File: src/uart_iid_defines.vh
// Purpose: constants for the serial port interrupt identification block
// Assumes: APB byte addresses, one register per aligned 32-bit word
// Notes: included by both design files
`ifndef UART_IID_DEFINES_VH
`define UART_IID_DEFINES_VH
`define ADDR_IER 12'h004
`define ADDR_IID 12'h008
`define ADDR_ISTAT 12'h010
`define ADDR_IMASK 12'h014
`define ADDR_STATE 12'h018
`define CODE_LINE 3'h3
`define CODE_RXDATA 3'h2
`define CODE_TIMEOUT 3'h6
`define CODE_TXEMPTY 3'h1
`define CODE_MODEM 3'h0
`define TRIG_0 5'h01
`define TRIG_1 5'h04
`define TRIG_2 5'h08
`define TRIG_3 5'h0E
`define CHAR_TIMES 3'h4
`define FCR_EN 0
`define FCR_CLR_RX 1
`define FCR_CLR_TX 2
`define FCR_TRIG_LO 6
`define FCR_TRIG_HI 7
`endif

File: src/uart_iid_prio.v
// Purpose: ranks pending serial port interrupt sources into a code
// Assumes: inputs already gated by their enables
// Notes: purely combinational
`timescale 1ns/1ps
`include "uart_iid_defines.vh"
module uart_iid_prio (
    // gated sources
    input wire line_i,
    input wire rxdata_i,
    input wire timeout_i,
    input wire txempty_i,
    input wire modem_i,
    // result
    output reg [2:0] code_o,
    output reg pending_o
);
    // fixed priority encode
    always @* begin
        pending_o = 1'b1;
        if (line_i) begin
            code_o = `CODE_LINE;
        end else if (rxdata_i) begin
            code_o = `CODE_RXDATA;
        end else if (timeout_i) begin
            code_o = `CODE_TIMEOUT;
        end else if (txempty_i) begin
            code_o = `CODE_TXEMPTY;
        end else if (modem_i) begin
            code_o = `CODE_MODEM;
        end else begin
            code_o = `CODE_MODEM;
            pending_o = 1'b0;
        end
    end
endmodule // uart_iid_prio

File: src/uart_interrupt_identification.v
// Purpose: interrupt identification, threshold select and timeout for a serial port
// Assumes: receiver, transmitter and status logic on the same clock
// Notes: APB slave, zero wait states except one at identification reads
//
// Decided for this implementation: the APB register port.
`timescale 1ns/1ps
`include "uart_iid_defines.vh"
module uart_interrupt_identification #(
    parameter CHAR_CYCLES = 16'd1000,
    parameter FIFO_DEPTH_W = 5
) (
    // clock and reset
    input wire clk_i,
    input wire rst_b_i,
    // apb slave
    input wire psel_i,
    input wire penable_i,
    input wire pwrite_i,
    input wire [11:0] paddr_i,
    input wire [31:0] pwdata_i,
    output reg [31:0] prdata_o,
    output wire pready_o,
    output wire pslverr_o,
    // serial port status from same clock
    input wire line_err_i,
    input wire [FIFO_DEPTH_W-1:0] rx_count_i,
    input wire rx_push_i,
    input wire tx_empty_i,
    input wire modem_change_i,
    // host side events from other registers
    input wire lsr_read_i,
    input wire rbr_read_i,
    input wire thr_write_i,
    input wire msr_read_i,
    // fifo control outputs
    output wire fifo_enable_bit_o,
    output wire [1:0] rx_threshold_select_o,
    output reg rx_fifo_clear_o,
    output reg tx_fifo_clear_o,
    // interrupt
    output wire irq_o
);
    reg rst_s1_r, rst_s2_r;
    wire rst_n;
    reg [3:0] ier_r;
    reg fen_r;
    reg [1:0] thr_sel_r;
    reg line_r, modem_r, txe_r, tmo_r;
    reg txe_prev_r;
    reg [15:0] char_cnt_r;
    reg [2:0] char_times_r;
    reg [2:0] held_code_r;
    reg held_pend_r;
    reg iid_wait_r;
    reg [4:0] istat_r;
    reg [4:0] imask_r;
    wire [2:0] code;
    wire pending;
    wire [4:0] trig;
    wire rx_at_trig, rx_any, rx_data_src;
    wire setup, access, wr, rd;
    wire iid_rd_done;
    wire [4:0] ev;

    // threshold decode
    function [4:0] trig_bytes;
        input [1:0] sel;
        begin
            case (sel)
                2'h0: trig_bytes = `TRIG_0;
                2'h1: trig_bytes = `TRIG_1;
                2'h2: trig_bytes = `TRIG_2;
                default: trig_bytes = `TRIG_3;
            endcase
        end
    endfunction

    // reset release
    always @(posedge clk_i or negedge rst_b_i) begin
        if (!rst_b_i) begin
            rst_s1_r <= 1'b0;
            rst_s2_r <= 1'b0;
        end else begin
            rst_s1_r <= 1'b1;
            rst_s2_r <= rst_s1_r;
        end
    end
    assign rst_n = rst_s2_r;

    // bus phases
    assign setup = psel_i && !penable_i;
    assign access = psel_i && penable_i;
    assign pready_o = !(access && !pwrite_i && paddr_i == `ADDR_IID && !iid_wait_r);
    assign pslverr_o = 1'b0;
    assign wr = access && pready_o && pwrite_i;
    assign rd = access && pready_o && !pwrite_i;
    assign iid_rd_done = rd && paddr_i == `ADDR_IID;

    // receive data source
    assign trig = trig_bytes(thr_sel_r);
    assign rx_any = rx_count_i != {FIFO_DEPTH_W{1'b0}};
    assign rx_at_trig = {{(8-FIFO_DEPTH_W){1'b0}}, rx_count_i} >= {3'h0, trig};
    assign rx_data_src = fen_r ? rx_at_trig : rx_any;
    assign fifo_enable_bit_o = fen_r;
    assign rx_threshold_select_o = thr_sel_r;

    // prioritiser on enabled sources
    uart_iid_prio u_prio (
        .line_i(line_r && ier_r[2]),
        .rxdata_i(rx_data_src && ier_r[0]),
        .timeout_i(tmo_r && ier_r[0]),
        .txempty_i(txe_r && ier_r[1]),
        .modem_i(modem_r && ier_r[3]),
        .code_o(code),
        .pending_o(pending)
    );

    // registers, sticky sources and identification hold
    always @(posedge clk_i or negedge rst_n) begin
        if (!rst_n) begin
            ier_r <= 4'h0;
            fen_r <= 1'b0;
            thr_sel_r <= 2'h0;
            line_r <= 1'b0;
            modem_r <= 1'b0;
            txe_r <= 1'b0;
            txe_prev_r <= 1'b0;
            held_code_r <= 3'h0;
            held_pend_r <= 1'b0;
            iid_wait_r <= 1'b0;
            rx_fifo_clear_o <= 1'b0;
            tx_fifo_clear_o <= 1'b0;
            imask_r <= 5'h00;
        end else begin
            txe_prev_r <= tx_empty_i;
            rx_fifo_clear_o <= 1'b0;
            tx_fifo_clear_o <= 1'b0;
            // capture at setup of an identification read
            iid_wait_r <= access && !pwrite_i && paddr_i == `ADDR_IID && !iid_wait_r;
            if (setup && !pwrite_i && paddr_i == `ADDR_IID) begin
                held_code_r <= code;
                held_pend_r <= pending;
            end
            // line status: set wins over clear
            if (line_err_i) begin
                line_r <= 1'b1;
            end else if (lsr_read_i) begin
                line_r <= 1'b0;
            end
            if (modem_change_i) begin
                modem_r <= 1'b1;
            end else if (msr_read_i) begin
                modem_r <= 1'b0;
            end
            // transmit empty set on rising empty
            if (tx_empty_i && !txe_prev_r) begin
                txe_r <= 1'b1;
            end else if (thr_write_i || (iid_rd_done && held_pend_r && held_code_r == `CODE_TXEMPTY)) begin
                txe_r <= 1'b0;
            end
            if (wr && paddr_i == `ADDR_IER) begin
                ier_r <= pwdata_i[3:0];
            end
            if (wr && paddr_i == `ADDR_IID) begin
                fen_r <= pwdata_i[`FCR_EN];
                if (pwdata_i[`FCR_EN]) begin
                    thr_sel_r <= pwdata_i[`FCR_TRIG_HI:`FCR_TRIG_LO];
                    rx_fifo_clear_o <= pwdata_i[`FCR_CLR_RX];
                    tx_fifo_clear_o <= pwdata_i[`FCR_CLR_TX];
                end else begin
                    rx_fifo_clear_o <= 1'b1;
                    tx_fifo_clear_o <= 1'b1;
                end
            end
            if (wr && paddr_i == `ADDR_IMASK) begin
                imask_r <= pwdata_i[4:0];
            end
        end
    end

    // character timeout: four idle character times with data held
    always @(posedge clk_i or negedge rst_n) begin
        if (!rst_n) begin
            char_cnt_r <= 16'h0000;
            char_times_r <= 3'h0;
            tmo_r <= 1'b0;
        end else if (!fen_r || !rx_any || rx_push_i || rbr_read_i) begin
            char_cnt_r <= 16'h0000;
            char_times_r <= 3'h0;
            tmo_r <= 1'b0;
        end else if (char_times_r == `CHAR_TIMES) begin
            tmo_r <= 1'b1;
        end else if (char_cnt_r == CHAR_CYCLES - 16'd1) begin
            char_cnt_r <= 16'h0000;
            char_times_r <= char_times_r + 3'h1;
        end else begin
            char_cnt_r <= char_cnt_r + 16'h0001;
        end
    end

    // interrupt status: events are the ungated source pulses, with transmit empty taken on its rising edge
    // timeout event is the cycle in which the timer sets its flag
    assign ev = {modem_change_i, tx_empty_i && !txe_prev_r,
                 !tmo_r && char_times_r == `CHAR_TIMES && fen_r && rx_any && !rx_push_i && !rbr_read_i,
                 line_err_i, rx_push_i};
    always @(posedge clk_i or negedge rst_n) begin
        if (!rst_n) begin
            istat_r <= 5'h00;
        end else if (wr && paddr_i == `ADDR_ISTAT) begin
            istat_r <= (istat_r & ~pwdata_i[4:0]) | ev;
        end else begin
            istat_r <= istat_r | ev;
        end
    end
    assign irq_o = |(istat_r & imask_r);

    // read data
    always @* begin
        prdata_o = 32'h0000_0000;
        case (paddr_i)
            `ADDR_IER: prdata_o = {28'h0000000, ier_r};
            `ADDR_IID: prdata_o = {24'h000000, {2{fen_r}}, 2'h0,
                                   (fen_r ? held_code_r[2] : 1'b0), held_code_r[1:0], !held_pend_r};
            `ADDR_ISTAT: prdata_o = {27'h0000000, istat_r};
            `ADDR_IMASK: prdata_o = {27'h0000000, imask_r};
            `ADDR_STATE: prdata_o = {24'h000000, line_r, modem_r, txe_r, tmo_r, thr_sel_r, fen_r, pending};
            default: prdata_o = 32'h0000_0000;
        endcase
    end
endmodule // uart_interrupt_identification

File: config.mk
export PLATFORM = sky130hd
export DESIGN_NAME = uart_interrupt_identification
export DESIGN_NICKNAME = d
export VERILOG_FILES = /design/src/uart_iid_prio.v /design/src/uart_interrupt_identification.v
export VERILOG_INCLUDE_DIRS = /design/src
export SDC_FILE = /design/constraint.sdc
export NUM_CORES = 1
export LEC_CHECK = 0
export ABC_AREA = 1
export BUFFER_PORTS_ARGS = -buffer_cell sky130_fd_sc_hd__buf_2
export CAP_MARGIN = 20
export CORE_UTILIZATION = 35
export DETAILED_ROUTE_END_ITERATION = 8
export GPL_TIMING_DRIVEN = 1
export MAX_ROUTING_LAYER = met4
export PLACE_DENSITY_LB_ADDON = 0.05
export SETUP_SLACK_MARGIN = 0.2
export SYNTH_ARGS = -nofsm -noshare
export SYNTH_HDL_FRONTEND = slang
export SYNTH_SLANG_ARGS = --single-unit
File: constraint.sdc
create_clock -name clk_i -period 1.5 [get_ports clk_i]
set_input_delay 0.3 -clock clk_i [delete_from_list [all_inputs] [get_ports clk_i]]
set_output_delay 0.3 -clock clk_i [all_outputs]
set_load 0.02 [all_outputs]
==> impl_metrics.json <==
{
  "clk_latency_ns": 0.31,
  "grt_pass1_vias": 3046,
  "routed_wl_um": 9030,
  "cts_max_level": 2,
  "gp_congestion": 0.889,
  "cts_inserted_buffers": 5,
  "wl_met2_um": 4440,
  "placedCellCount": 632,
  "synth_area_leaders": "dfrtp_1, nand2_1, inv_1",
  "slew_viol_final": 0,
  "clk_pin_slew_ns": 0.10,
  "drtIter0Drc": 134,
  "fin_skew_ns": 0.00509,
  "die_x_um": 98.5,
  "cap_violations": 0,
  "dpl_cell_area_mm2": 0.00391,
  "status": "finished, violations left",
  "hold_slack_ns": 0.113,
  "wl_per_cell_um": 13.3,
  "syn_inst": 445,
  "fin_crit_sh_pct": 136,
  "regArea_mm2": 0.00126,
  "vias": 3257,
  "final_hold_viol_count": 0,
  "start_util_pct": 36.7,
  "m1WireLength_um": 3980,
  "ys_seq_area_share_pct": 38.4,
  "hold_path.class": "in2reg",
  "clock-root-buffer": "clkbuf_8",
  "drtPass1Iterations": 9,
  "ys_ff_latch": 50,
  "grt_pass1_wl_um": 14900,
  "fillers": 874,
  "design_area_mm2": 0.00482,
  "yosys_warnings": 0,
  "io_buffers": 51,
  "nets": 641,
  "cp-start-kind": "flip-flop",
  "grt_max_degree": 35,
  "setup_viol": 18,
  "antenna_left": 0,
  "power_density_mw_per_mm2": 545,
  "synth_common_cells": "nand2_1, inv_1, dfrtp_1, nor2_1, nand3_1",
  "syn2layout_area_growth_pct": 47.8,
  "cts_tree": "yes",
  "viasPerCell": 4.78,
  "synth_edf_count": 0,
  "num_rows": 34,
  "multi_input_area_mm2": 0.00205,
  "total_leakage_power_nw": 2.45,
  "arrival_ns": 1.74,
  "fin_crit_ns": 2.04,
  "antenna_found_initial": 0,
  "final_cells": 681,
  "violations": "DRC, setup timing",
  "synthArstFlopShare_pct": 100,
  "preCtsSetupSlack_ns": -0.289,
  "track_usage_pct": 19.9,
  "drc": 6,
  "vdd_drop_max_mv": 0.335,
  "grt_setup_unrepaired": "yes",
  "highest_layer": "met4",
  "netlist.area_leader.share_pct": 38.4,
  "end_kind": "output pin",
  "wl_met3_um": 448,
  "worstPathMaxFanout": 4,
  "synth_ff_type": "dfrtp_1",
  "netlist_area_mm2": 0.00326,
  "synth_area_per_cell_um2": 7.33,
  "core_area_mm2": 0.00889,
  "io_pins": 102,
  "cp.required_ns": 1.20,
  "clock_path_buffers": 2,
  "yosysMostFrequentCell": "nand2_1",
  "cts.sink_count": 50,
  "die-area_mm2": 0.00971,
  "fmax_mhz": 491,
  "synth_cell_types": 38,
  "critPathKind": "reg2out",
  "drive_above_1_share_pct": 43.3,
  "die_h_um": 98.5,
  "setup_slack_ns": -0.536,
  "synth_largest_area_cell": "dfrtp_1",
  "insertedDiodeCount": 0,
  "hpwlAfterDp_um": 6470,
  "overflow": 0
}
[where the power goes]
group          total [mW]  leakage [nW]  switching (mW)  internal [mW]
combinational       0.279          1.75           0.183         0.0957
sequential           1.37         0.639         0.00694           1.36
clock               0.980        0.0585           0.479          0.501
[layout make-up]
type / count / share of cell area [%]
repair buffers: 124 / 20.7
flip-flops and latches: 50 / 26.1
clock buffers: 5 / 1.43
clock inverters: 3 / 0.909
well taps: 108 / 2.80
inverters: 64 / 5.45
multi-input cells: 327 / 42.6
[through the flow]
stage / total power [mW] / TNS [ns] / util [%]
after floorplan: 1.58 / -0.210 / -
after global placement: 1.64 / -3.36 / 43.9
after detailed placement: 1.65 / -3.48 / 43.9
after CTS: 2.66 / -2.43 / 50.9
after global routing: 2.76 / -4.08 / 54.2
final: 2.62 / -2.51 / 54.2
[cell families (layout without fill, tap and decap cells)]
logic type	after synthesis	after routing	synth area share, %
xor+xnor	4	4	1.07
compound gates	49	49	9.02
fa+ha+maj	7	7	2.69
buf+inv	93	196	14.1
flops	50	50	38.4
other cells	2	26	0.230
simple gates	240	241	34.5
[per-layer routing]
metal,GRT usage (%),vias to the layer above
met5,-,-
met4,6.43,0
met3,3.69,10
met2,32.4,94
met1,25.0,1538
li1,-,1615
[state kept, by name, indices dropped and copies added (netlist names)]
name / cells
txe_r: 1
rst_s1_r: 1
rx_fifo_clear_o: 1
modem_r: 1
rx_threshold_select_o: 2
fifo_enable_bit_o: 1
held_pend_r: 1
tmo_r: 1
tx_fifo_clear_o: 1
istat_r: 5
char_cnt_r: 16
line_r: 1
txe_prev_r: 1
imask_r: 5
held_code_r: 3
rst_n: 1
ier_r: 4
char_times_r: 3
iid_wait_r: 1
[placed cells by master, fill, tap and decap left out, types with 16 or more instances in the layout]
master and instances:
nand3_1 22, buf_4 53, nor2_1 33, nand2_1 97, conb_1 26, buf_6 30, inv_1 53, o21ai_2 16
dfrtp_1 44, buf_2 36, nand2_2 19
[critical path: stages, from the launching register on]
cell	delay, ns
dfrtp_2	0.44
nor2_1	0.11
ha_1	0.23
inv_1	0.05
nand2_1	0.04
nand3b_1	0.09
nand3_2	0.07
nand2_2	0.09
nand3_4	0.07
nand2_2	0.07
nand2_2	0.05
buf_6	0.13
[what timing repair did]
action | in CTS | in global routing
endpoints found under the setup margin | 33 | 40
hold buffers | 1 | 0
hold endpoints to repair | 2 | 0
pin swaps | 38 | 30
gates resized for setup | 69 | 55
gates cloned | 3 | 0
setup buffers | 30 | 7
[final timing paths]
| path | start | end | slack (ns) | cells after the start |
|---|---|---|---|---|
| worst max-delay path | rx_threshold_select_o[0] | prdata_o[0] | -0.54 | 11 |
| worst min register to register | rst_n | char_times_r[2] | 0.22 | 1 |
| max in group asynchronous | rst_n | fifo_enable_bit_o | 0.84 | 1 |
| worst max register to register | rx_threshold_select_o[0] | held_pend_r | -0.23 | 13 |
| min in group asynchronous | rst_n | char_times_r[2] | 0.22 | 1 |
| worst min-delay path | tx_empty_i | txe_prev_r | 0.11 | 1 |
(Power assumes the default switching activity.)
